===== src/i2c_fmt_pkg.sv =====
// Constants shared by the two-wire format and buffer control block.
// Assumes a single system clock; register port offsets are word indices.
package i2c_fmt_pkg;
	// ------------------------------------------------------------
	// Register port offsets
	// ------------------------------------------------------------
	localparam logic [1:0] ADDR_MODE_OWNP = 2'h0; // Mode when enabled, primary own address otherwise
	localparam logic [1:0] ADDR_DATA_OWNS = 2'h1; // Data when enabled, secondary own address otherwise
	localparam logic [1:0] ADDR_CONTROL   = 2'h2; // Enable, roles, flag and format switches

	// ------------------------------------------------------------
	// Values after reset
	// ------------------------------------------------------------
	localparam logic [7:0] RST_OWNP = 8'h00;
	localparam logic [7:0] RST_OWNS = 8'h01;
	localparam logic [7:0] RST_MODE = 8'h00;
	localparam logic [7:0] RST_BYTE = 8'h00;

	// ------------------------------------------------------------
	// Field positions
	// ------------------------------------------------------------
	localparam int MODE_ORDER   = 7; // Bit order select
	localparam int MODE_WAIT    = 6; // Master wait before acknowledge
	localparam int MODE_CKS_LSB = 3; // Clock divider select, 3 bits
	localparam int MODE_BC_LSB  = 0; // Frame bit count, 3 bits
	localparam int OWN_FMT      = 0; // Format bit in each own-address register
	localparam int CTL_ENABLE   = 7;
	localparam int CTL_MASTER   = 6;
	localparam int CTL_TXSEL    = 5;
	localparam int CTL_IRQ      = 4;
	localparam int CTL_FMTLESS  = 3;
	localparam int CTL_CLKEXT   = 2;
	localparam int CTL_ACK      = 1;
	localparam int CTL_BUSY     = 0;

	// ------------------------------------------------------------
	// Frame and clock counts
	// ------------------------------------------------------------
	localparam logic [2:0] BC_ZERO    = 3'h0;
	localparam logic [3:0] FRAME_FULL = 4'h8; // Data bits when the count field is zero
	localparam logic [7:0] SYNC_LAT   = 8'h02; // Clocks before a released SCL is seen high
	// Full divisors, index {range extend, select}
	localparam logic [8:0] DIV_TABLE [16] = '{
		9'h01C, 9'h028, 9'h030, 9'h040, 9'h050, 9'h064, 9'h070, 9'h080,
		9'h038, 9'h050, 9'h060, 9'h080, 9'h0A0, 9'h0C8, 9'h0E0, 9'h100};

	// ------------------------------------------------------------
	// Frame engine states
	// ------------------------------------------------------------
	typedef enum logic [3:0] {
		S_IDLE = 4'b0001,
		S_XFER = 4'b0010,
		S_WAIT = 4'b0100,
		S_DONE = 4'b1000
	} engine_state_e;
endpackage


===== src/i2c_format_buffer.sv =====
// Two-wire serial frame engine with own-address matching and data buffers.
// Assumes open-drain SCL/SDA pins resolved outside; registers on a plain port.
module i2c_format_buffer
	import i2c_fmt_pkg::*;
(
	input  wire logic       clk_sys,  // System clock
	input  wire logic       rst_n,    // Synchronous reset
	input  wire logic [1:0] regAddr,  // Register offset
	input  wire logic [7:0] regWdata, // Write data
	input  wire logic       regWr,    // Write strobe
	input  wire logic       regRd,    // Read strobe
	output logic      [7:0] regRdata, // Read data, cycle after strobe
	input  wire logic       sclIn,    // SCL line level
	output logic            sclOut,   // SCL drive level
	output logic            sclOe,    // SCL pulled low while high
	input  wire logic       sdaIn,    // SDA line level
	output logic            sdaOut,   // SDA drive level
	output logic            sdaOe     // SDA pulled low while high
);
	// ------------------------------------------------------------
	// State
	// ------------------------------------------------------------
	typedef struct packed {
		engine_state_e state;      // Frame engine
		logic          enable;     // Interface enable
		logic          master;     // Master role
		logic          txSel;      // Transmit select
		logic          irq;        // Interrupt request flag
		logic          formatless; // Formatless switch
		logic          clkExt;     // Clock range extend
		logic          ackRx;      // Last acknowledge seen
		logic          busy;       // Start seen, no stop yet
		logic          selected;   // Addressed as slave
		logic          firstFrame; // Next frame is the address
		logic          rxKick;     // Master receive request
		logic [7:0]    ownP;       // Primary own address
		logic [7:0]    ownS;       // Secondary own address
		logic [7:0]    mode;       // Transfer mode
		logic [7:0]    txBuf;      // Transmit holding buffer
		logic [7:0]    rxBuf;      // Receive holding buffer
		logic [7:0]    shifter;    // Data shifter
		logic [7:0]    rdData;     // Read return
		logic [7:0]    divCnt;     // Half period counter
		logic          txEmpty;    // Transmit buffer empty flag
		logic          rxFull;     // Receive buffer full flag
		logic          shiftFull;  // Shifter holds transmit data
		logic [3:0]    bitIdx;     // Bits sampled this frame
		logic          sclS1;      // SCL synchroniser
		logic          sclS2;
		logic          sclS3;      // Previous SCL for edges
		logic          sdaS1;      // SDA synchroniser
		logic          sdaS2;
		logic          sdaS3;
		logic          sclDrv;     // SCL pulled low
		logic          sdaDrv;     // SDA pulled low
		logic          drvLevel;   // Level driven when enabled
	} state_s;

	state_s st;   // Registered state
	state_s next; // Next state

	logic [7:0] halfDiv;   // Half transfer clock period
	logic       startSeen; // Start condition on the bus

	// Divider only matters while we generate SCL as master
	assign halfDiv = DIV_TABLE[{st.clkExt, st.mode[MODE_CKS_LSB +: 3]}][8:1];
	// Start only recognised outside formatless operation
	assign startSeen = st.enable && !st.formatless && st.sdaS3 && !st.sdaS2
		&& st.sclS2 && st.sclS3;

	// ------------------------------------------------------------
	// Next state
	// ------------------------------------------------------------
	always_comb
	begin
		logic       sclRise;
		logic       sclFall;
		logic       stopSeen;
		logic       fsP;
		logic       fsS;
		logic       busFmt;
		logic       ackOn;
		logic [3:0] nData;
		logic       txBit;
		logic       hit;
		logic       complete;
		sclRise  = st.sclS2 && !st.sclS3;
		sclFall  = !st.sclS2 && st.sclS3;
		stopSeen = st.enable && !st.formatless && !st.sdaS3 && st.sdaS2 && st.sclS2 && st.sclS3;
		fsP      = st.ownP[OWN_FMT];
		fsS      = st.ownS[OWN_FMT];
		busFmt   = !st.formatless && !(fsP && fsS);
		ackOn    = !(fsP && fsS);
		nData    = (st.mode[MODE_BC_LSB +: 3] == BC_ZERO) ? FRAME_FULL
			: {1'b0, st.mode[MODE_BC_LSB +: 3]};
		txBit    = st.mode[MODE_ORDER] ? st.shifter[0] : st.shifter[7];
		hit      = (!fsP && st.shifter[7:1] == st.ownP[7:1])
			|| (!fsS && st.shifter[7:1] == st.ownS[7:1]);
		complete = 1'b0;
		next     = st;
		next.rdData = RST_BYTE;
		// Two flops before any logic looks at the pins
		next.sclS1 = sclIn;
		next.sclS2 = st.sclS1;
		next.sclS3 = st.sclS2;
		next.sdaS1 = sdaIn;
		next.sdaS2 = st.sdaS1;
		next.sdaS3 = st.sdaS2;

		// Register writes; shared offsets switch on the enable
		if (regWr)
		begin
			unique case (regAddr)
				ADDR_MODE_OWNP:
					if (st.enable) next.mode = regWdata;
					else next.ownP = regWdata;
				ADDR_DATA_OWNS:
					if (!st.enable) next.ownS = regWdata;
					else if (st.txSel)
					begin
						next.txBuf   = regWdata;
						next.txEmpty = 1'b0;
					end
					else next.rxKick = 1'b1; // Dummy write starts a master receive
				ADDR_CONTROL:
				begin
					next.enable     = regWdata[CTL_ENABLE];
					next.master     = regWdata[CTL_MASTER];
					next.txSel      = regWdata[CTL_TXSEL];
					next.formatless = regWdata[CTL_FMTLESS];
					next.clkExt     = regWdata[CTL_CLKEXT];
					// Writing one never sets the flag
					next.irq        = st.irq && regWdata[CTL_IRQ];
				end
				default: ;
			endcase
		end
		// Register reads; buffer flags never appear here
		if (regRd)
		begin
			unique case (regAddr)
				ADDR_MODE_OWNP: next.rdData = st.enable ? st.mode : st.ownP;
				ADDR_DATA_OWNS:
					if (!st.enable) next.rdData = st.ownS;
					else
					begin
						next.rdData = st.rxBuf;
						if (!st.txSel) next.rxFull = 1'b0;
					end
				ADDR_CONTROL:
				begin
					next.rdData[CTL_ENABLE]  = st.enable;
					next.rdData[CTL_MASTER]  = st.master;
					next.rdData[CTL_TXSEL]   = st.txSel;
					next.rdData[CTL_IRQ]     = st.irq;
					next.rdData[CTL_FMTLESS] = st.formatless;
					next.rdData[CTL_CLKEXT]  = st.clkExt;
					next.rdData[CTL_ACK]     = st.ackRx;
					next.rdData[CTL_BUSY]    = st.busy;
				end
				default: next.rdData = RST_BYTE; // Unmapped reads zero
			endcase
		end

		if (!st.enable)
		begin
			// Disabled: release pins and forget every transfer
			next.state      = S_IDLE;
			next.txEmpty    = 1'b0;
			next.rxFull     = 1'b0;
			next.shiftFull  = 1'b0;
			next.bitIdx     = 4'h0;
			next.divCnt     = RST_BYTE;
			next.busy       = 1'b0;
			next.selected   = 1'b0;
			next.firstFrame = 1'b0;
			next.rxKick     = 1'b0;
			next.sclDrv     = 1'b0;
			next.sdaDrv     = 1'b0;
		end
		else
		begin
			// Master clock: count halves, wait while a slave stretches SCL
			// High half is cut by the pin sync delay so the period stays exact
			if (st.master && (st.state == S_XFER || st.state == S_DONE))
			begin
				if (!st.sclDrv && !st.sclS2) next.divCnt = RST_BYTE;
				else if (st.divCnt == (st.sclDrv ? halfDiv - 8'h01 : halfDiv - 8'h01 - SYNC_LAT))
				begin
					next.divCnt = RST_BYTE;
					// Frame end only pulls low, then holds the bus
					if (st.state == S_XFER || !st.sclDrv) next.sclDrv = !st.sclDrv;
				end
				else next.divCnt = st.divCnt + 8'h01;
			end
			// Load the shifter only between frames
			if (st.state == S_IDLE && st.txSel && !st.txEmpty && !st.shiftFull)
			begin
				next.shifter   = st.txBuf;
				next.shiftFull = 1'b1;
				next.txEmpty   = 1'b1;
			end

			unique case (st.state)
				S_IDLE:
					if (st.master)
					begin
						if (st.txSel ? st.shiftFull : st.rxKick)
						begin
							next.state  = S_XFER;
							next.sclDrv = 1'b1;
							next.divCnt = RST_BYTE;
							next.bitIdx = 4'h0;
							next.rxKick = 1'b0;
							next.sdaDrv = st.txSel && !txBit;
						end
					end
					else if (st.formatless || !busFmt || st.selected || st.firstFrame)
					begin
						// Slave: data ready, or stretch SCL while selected until it is
						if (st.txSel ? st.shiftFull : !st.rxFull)
						begin
							next.state  = S_XFER;
							next.sclDrv = 1'b0;
							next.bitIdx = 4'h0;
							next.sdaDrv = st.txSel && !txBit;
						end
						else next.sclDrv = st.selected;
					end
				S_XFER:
					if (sclRise)
					begin
						if (st.bitIdx < nData)
						begin
							// Short receive frames end at LSB or MSB side by order
							next.shifter = st.mode[MODE_ORDER] ? {st.sdaS2, st.shifter[7:1]}
								: {st.shifter[6:0], st.sdaS2};
							next.bitIdx = st.bitIdx + 4'h1;
							if (st.bitIdx + 4'h1 == nData && !ackOn) complete = 1'b1;
						end
						else
						begin
							next.ackRx = st.sdaS2;
							complete   = 1'b1;
						end
					end
					else if (sclFall)
					begin
						if (st.bitIdx < nData) next.sdaDrv = st.txSel && !txBit;
						else if (st.firstFrame && !st.master && busFmt)
						begin
							// Address frame: acknowledge only our own address
							next.firstFrame = 1'b0;
							if (hit)
							begin
								next.selected = 1'b1;
								next.txSel    = st.shifter[0];
								next.sdaDrv   = 1'b1;
							end
							else
							begin
								next.state  = S_IDLE;
								next.sdaDrv = 1'b0;
							end
						end
						else if (st.master && st.mode[MODE_WAIT] && busFmt)
						begin
							next.irq    = 1'b1;
							next.state  = S_WAIT;
							next.sdaDrv = 1'b0;
						end
						else next.sdaDrv = !st.txSel;
					end
				S_WAIT:
					// SCL stays pulled low until software clears the flag
					if (!st.irq)
					begin
						next.state  = S_XFER;
						next.divCnt = RST_BYTE;
						next.sdaDrv = !st.txSel;
					end
				S_DONE:
					if (sclFall)
					begin
						next.state  = S_IDLE;
						next.sdaDrv = 1'b0;
					end
				default: next.state = S_IDLE;
			endcase

			if (complete)
			begin
				next.irq                    = 1'b1;
				next.mode[MODE_BC_LSB +: 3] = BC_ZERO;
				next.bitIdx                 = 4'h0;
				next.shiftFull              = 1'b0;
				next.state                  = S_DONE;
				if (!st.txSel && !st.rxFull)
				begin
					next.rxBuf  = next.shifter;
					next.rxFull = 1'b1;
				end
			end
			// Bus conditions abort any frame in flight
			if (startSeen)
			begin
				next.busy                   = 1'b1;
				next.firstFrame             = !st.master;
				next.selected               = 1'b0;
				next.bitIdx                 = 4'h0;
				next.mode[MODE_BC_LSB +: 3] = BC_ZERO;
				next.state                  = S_IDLE;
				next.sdaDrv                 = st.master && st.sdaDrv;
			end
			else if (stopSeen)
			begin
				next.busy       = 1'b0;
				next.selected   = 1'b0;
				next.firstFrame = 1'b0;
				next.state      = S_IDLE;
				next.sdaDrv     = 1'b0;
			end
			// Flag sets come last so they win over a clear
			if (!next.txSel) next.txEmpty = 1'b0;
			if (next.txSel && next.formatless && !(st.txSel && st.formatless)) next.txEmpty = 1'b1;
			if (next.txSel && !st.txSel && st.busy) next.txEmpty = 1'b1;
		end
	end

	// ------------------------------------------------------------
	// Registers
	// ------------------------------------------------------------
	always_ff @(posedge clk_sys)
	begin
		if (!rst_n)
		begin
			st            <= '0;
			st.state      <= S_IDLE;
			st.ownP       <= RST_OWNP;
			st.ownS       <= RST_OWNS;
			st.mode       <= RST_MODE;
			st.sclS1      <= 1'b1;
			st.sclS2      <= 1'b1;
			st.sclS3      <= 1'b1;
			st.sdaS1      <= 1'b1;
			st.sdaS2      <= 1'b1;
			st.sdaS3      <= 1'b1;
		end
		else st <= next;
	end

	// Outputs straight from flops
	assign regRdata = st.rdData;
	assign sclOut   = st.drvLevel;
	assign sclOe    = st.sclDrv;
	assign sdaOut   = st.drvLevel;
	assign sdaOe    = st.sdaDrv;
endmodule


===== config.mk =====
export PLATFORM = sky130hd
export DESIGN_NAME = i2c_format_buffer
export DESIGN_NICKNAME = d
export VERILOG_FILES = /design/src/i2c_fmt_pkg.sv /design/src/i2c_format_buffer.sv
export SDC_FILE = /design/constraint.sdc
export NUM_CORES = 1
export LEC_CHECK = 0
export BUFFER_PORTS_ARGS = -buffer_cell sky130_fd_sc_hd__buf_2
export CORE_UTILIZATION = 65
export DETAILED_ROUTE_END_ITERATION = 10
export GPL_TIMING_DRIVEN = 0
export PLACE_DENSITY = 0.84
export SYNTH_ARGS = -nofsm -noshare
export SYNTH_HDL_FRONTEND = slang
export SYNTH_SLANG_ARGS = --single-unit

===== constraint.sdc =====
create_clock -name clk_sys -period 4.85 [get_ports clk_sys]
set_input_delay 0.7275 -clock clk_sys [delete_from_list [all_inputs] [get_ports clk_sys]]
set_output_delay 0.7275 -clock clk_sys [all_outputs]
set_load 0.02 [all_outputs]

Word-level counts from Yosys, hierarchy flattened. Memory sizes are Yosys's and may differ from the RTL's. Cells that the tools add are included.

Register bits: 94. Input port bits: 16. Output and inout port bits: 12. Bits in read-only memories: 144. Memories: 1.

Bitwise gates (word level): 5. Eq/ne operators: 44. Reduce and logical (&&, ||, !) cells: 85. Mux-type cells: 122. $add $sub $neg: 4. Order comparisons: 2.

Memory list: (name not given) (depth 16, bits a word 9, rd ports 1, clocked after Yosys merged registers in 0, write ports 0, line i2c_format_buffer.sv:66) `assign halfDiv = DIV_TABLE[{st.clkExt, st.mode[MODE_CKS_LSB +: 3]}][8:1];`.

Operators with widths (count): 8-bit 2-to-1 mux (23); 4-bit 2-to-1 mux (22); 1-bit 2-to-1 mux (49); 1-bit logical AND (34); 33-bit 2-to-1 mux (1); 2-bit 2-to-1 mux (14); 3-bit by 2-bit != test with 1-bit output (second input constant) (8); 8-bit case mux with 3 select lines (1); 10-bit AND reduction (2); 9-bit 2-to-1 mux (2); 1-bit logical NOT (17); 4-bit != test (second input constant) (4); 4-bit case mux with 4 select lines (1); 8-bit case mux with 2 select lines (1); 3-bit 2-to-1 mux (5); 5-bit by 4-bit != test with 1-bit output (second input constant) (3); 3-bit AND reduction (5); 7-bit == test (2); 2-bit != test (second input constant) (6); 4-bit by 2-bit != test with 1-bit output (second input constant) (3); 6-bit AND reduction (2); 5-bit by 3-bit != test with 1-bit output (second input constant) (2); 3-bit != test (second input constant) (3); 3-bit nonzero test (3); 36 further kinds (49).

Depth between registers and ports, before layout.
Depth in word-level cells: 16. Depth in mapped cells: 15. Mapped depth without buffers: 14.

Worst setup path before layout. Ideal clock, no wire load.

Kind: reg2reg. From: register st[59] (netlist name). To: register st[21] (netlist name). Stages on the path, launching flop included: 16. Clock period less this slack: 3.347 ns. Data arrival time: 3.230 ns. Required time: 4.733 ns. Slack: 1.503 ns. Setup time: 0.117 ns. Cells stage by stage: dfxtp_1 -> inv_1 -> ha_1 -> mux2_2 -> a21oi_1 -> ha_1 -> nor2b_1 -> o21ai_1 -> a211oi_1 -> nor2_1 -> nor4b_1 -> a22o_1 -> o211ai_4 -> buf_6 -> a31oi_1 -> o21ai_1.

Longest elaborated chain between the ends: 14.

RTL lines: start: declaration (line i2c_format_buffer.sv:59) `state_s st;`; start signal: assignment (line i2c_format_buffer.sv:349) `else st <= next;`; 4-bit inverter with 5-bit output (not written as such) (*) (line i2c_format_buffer.sv:66); memory 16 x 9 bit (*); 9-bit 2-to-1 mux (not written as such) (*) (2 in series) (line i2c_format_buffer.sv:66); 8-bit by 1-bit subtractor with 8-bit output (*) (line i2c_format_buffer.sv:188) `else if (st.divCnt == (st.sclDrv ? halfDiv - 8'h01 : halfDiv - 8'h01 - SYNC_LAT))`; 8-bit by 2-bit subtractor with 8-bit output (line i2c_format_buffer.sv:188); 8-bit 2-to-1 mux (*) (line i2c_format_buffer.sv:188); 8-bit == test (*) (line i2c_format_buffer.sv:188); 8-bit 2-to-1 mux (*) (line i2c_format_buffer.sv:188); 8-bit 2-to-1 mux (*) (line i2c_format_buffer.sv:187) `if (!st.sclDrv && !st.sclS2) next.divCnt = RST_BYTE;`; 8-bit 2-to-1 mux (*) (line i2c_format_buffer.sv:185) `if (st.master && (st.state == S_XFER || st.state == S_DONE))`; 8-bit 2-to-1 mux (line i2c_format_buffer.sv:208) `if (st.txSel ? st.shiftFull : st.rxKick)`; 8-bit 2-to-1 mux (line i2c_format_buffer.sv:206) `if (st.master)`; 8-bit case mux with 2 select lines (*) (line i2c_format_buffer.sv:204) `unique case (st.state)`.

Mark *: on every way between the ends. The rest lies on a longest branch, timed or not. The select of a mux whose other input is x is not followed. A chain may end at the register's enable or synchronous reset.

Worst setup path after layout. Same ends and word-level chain as after synthesis.

==> metrics.cfg <==
[worst_hold_path]
holdCritPathClass = reg2reg

[floorplan]
die_x_um = 95.9
io-pin-count = 28
core_region_area_um2 = 8380
rows = 33
die_area_um2 = 9200
start_util_pct = 68.4
die_h_um = 95.9

[synthesis]
synth_seq_cells = 94
yosysSeqAreaShare_pct = 32.8
async_flop_share_pct = 0
synthMuxAreaShare_pct = 12.1
syn_inst = 690
synth-adder-area-share_pct = 2.84
synth_compound_area_share_pct = 16.4
synth_top_family_by_area = simple AND/OR/NAND/NOR gates
synth_warnings = 0
postSynthAreaPerCell_um2 = 8.31
yosysUniqueCellTypes = 67
netlist_area_um2 = 5730
synth_xor_xnor_area_share_pct = 5.17
synth-simple-area-share_pct = 25.5
synth_edf_count = 0
postSynth.topFlopCell = dfxtp_1

[clocking]
cts_setup_buffers = 0
cts_buffers = 9
clockBufferDepth = 2
cts_resized = 0
holdBufCountCts = 0
clk_latency_ns = 0.37
cts_tree = yes
clock_sinks = 94
h-tree-depth = 3
cts_root_buf = clkbuf_8
clk_pin_slew_ns = 0.09

[timing]
fin_hold_ws_ns = 0.423
slew_headroom_pct = 32.2
period_share_pct = 82.3
finalSetupViolCount = 0
tns_ns = 0
layout_min_cycle_time_ns = 3.99
fmax_mhz = 251
slew_viol_final = 0
hold_viol = 0
setup_ws_ns = 0.858
worst_slew_pin_slew_ns = 1.01
skew_ns = 0.0106
rsz0062_at_grt = no

[finish]
seq_area_um2 = 1880
layout-drive-gt1-share_pct = 11.1
finalNonFillerCells = 836
fillers = 650
nets = 755
multi_input_area_um2 = 3560
stdcell_area_um2 = 6190
syn2layout_area_growth_pct = 7.90
diodes = 0

[power]
p_sw_uw = 368
p_leak_nw = 2.33
pwr-share-seq_pct = 55.1
powerDensity_nw_per_um2 = 232
power_frac_clock_pct = 36.5
intPower_mw = 1.07
switching_share_pct = 25.7
power_frac_comb_pct = 8.3
vdd_drop_max_uv = 166

[setup_path]
crit_buf_inv = 2
crit_family = compound AO/OA/AOI/OAI gates
path_max_fanout = 10
cp-end-kind = flop
critPathKind = reg2reg
max_stage_delay_ns = 0.51
cp.arrival_ns = 4.26
cp_cell_sequence = inv_1 -> ha_1 -> mux2_2 -> a21oi_1 -> ha_1 -> nand4b_1 -> and3_1 -> o21ai_1 -> nand2_1 -> nor4b_1 -> a22o_1 -> o211ai_4 -> buf_6 -> a31oi_1 -> o21ai_1
cp_slowest_cell = dfxtp_1
cp-start-kind = flop
required_ns = 5.12

[drt]
first_pass_iters = 5
drt-initial-drc-count = 458
ant_nets = 0
post_drt_wl_per_cell_um = 17.8
routed_via_density = 6.26
route.detailed.drc = 0
postRouteWirelength_um = 14800
route.vias.total = 5233

[place]
place_inst = 820
port_buffers = 24
placed_cell_area_um2 = 5990
post-place-ws_ns = 0.968
hpwl_um = 11000
gp_congestion = 0.968

[global_route]
grt_overflow = 0
grt_usage_pct = 33.1
grt_util_met1_pct = 43.2
grt_pass1_vias = 4817
grt_max_degree = 17
use_met2_pct = 54.5
antenna_found_initial = 0
grt-busiest-layer = met2
grt_pass1_wl_um = 23300
gr-usage-met3_pct = 4.42

[job]
drv_cap = 0

[status]
status = finished clean

==> flip-flops by register name, indices dropped and copies added, names as in the netlist <==
name	count
next	4
regRdata	8
sclOe	1
sdaOe	1
st	80
==> final timing paths <==
kind | startpoint | to | slack (ns) | cells after the start
setup reg to reg | st[59]$_SDFFE_PN0P_ | st[21]$_SDFF_PN0_ | 0.86 | 15
setup / recovery | st[59]$_SDFFE_PN0P_ | st[21]$_SDFF_PN0_ | 0.86 | 15
hold / removal | next[4]$_SDFF_PN1_ | next[3]$_SDFF_PN1_ | 0.42 | 1
hold reg to reg | next[4]$_SDFF_PN1_ | next[3]$_SDFF_PN1_ | 0.42 | 1
==> layout by cell type, fill, tap and decap left out, types with 4 or more instances in the layout <==
| cell type | n |
|---|---|
| dfxtp_1 | 94 |
| nand2_1 | 77 |
| mux2i_1 | 58 |
| nor2_1 | 56 |
| nor2b_1 | 44 |
| a21oi_1 | 42 |
| buf_2 | 26 |
| clkbuf_1 | 23 |
| inv_1 | 22 |
| a21boi_0 | 22 |
| nand3_1 | 21 |
| o21ai_0 | 19 |
| xor2_1 | 17 |
| nand2b_1 | 15 |
| xnor2_1 | 15 |
| nor3_1 | 13 |
| ha_1 | 13 |
| buf_4 | 12 |
| mux2_2 | 10 |
| clkbuf_8 | 9 |
| a31oi_1 | 8 |
| o22a_1 | 7 |
| or3_1 | 6 |
| o211ai_1 | 6 |
| o21ai_1 | 6 |
| nor4_1 | 6 |
| nand4_1 | 6 |
| nor4b_1 | 5 |
| nand3b_1 | 5 |
| or2_2 | 4 |
| a211oi_1 | 4 |
| buf_1 | 4 |
==> cell type report <==
type	count	share of cell area, %
clock inverters	6	1.13
well taps	105	2.12
flip-flops and latches	94	30.4
repair buffers	24	1.94
multi-input cells	534	57.6
plain buffers	41	3.38
clock buffers	10	2.06
inverters	22	1.33
==> synth_stat cells (15+ instances only) <==
master | number | area (um^2)
nand3_1 | 21 | 105
inv_1 | 22 | 82.6
mux2i_1 | 58 | 581
a21boi_0 | 22 | 165
xnor2_1 | 15 | 131
o21ai_0 | 19 | 95.1
nand2b_1 | 15 | 93.8
nand2_1 | 77 | 289
a21oi_1 | 42 | 210
xor2_1 | 17 | 149
clkbuf_1 | 22 | 82.6
nor2_1 | 56 | 210
nor2b_1 | 44 | 275
dfxtp_1 | 94 | 1880
==> per-stage QoR <==
step | utilization, % | total power [mW]
floorplan | - | 0.885
global placement | 71.5 | 0.919
detailed placement | 71.5 | 0.923
CTS | 73.8 | 1.43
global route | 73.8 | 1.48
finish | 73.8 | 1.43
==> per-layer routing <==
layer | share of wire (%) | vias to the layer above
li1 | - | 2473
met1 | 42 | 2452
met2 | 46 | 253
met3 | 7.9 | 55
met4 | 3.3 | 0
met5 | 0 | -
==> cells by family after synthesis <==
logic type / count (synthesis)
AO/OA/AOI/OAI: 140
multiplexers: 68
other: 1
AND/OR/NAND/NOR: 278
XOR/XNOR: 33
flip-flops: 94
adder cells (fa/ha/maj): 13
buffers and inverters: 63
==> power by group through the flow <==
stage               registers, mW  clock network, mW  logic (mW)
floorplan                   0.804                  0      0.0804
global placement            0.807                  0       0.112
detailed placement          0.808                  0       0.115
CTS                         0.790              0.529       0.116
global route                0.791              0.560       0.128
finish                      0.791              0.524       0.120
Power figures use the tool's default switching activity.
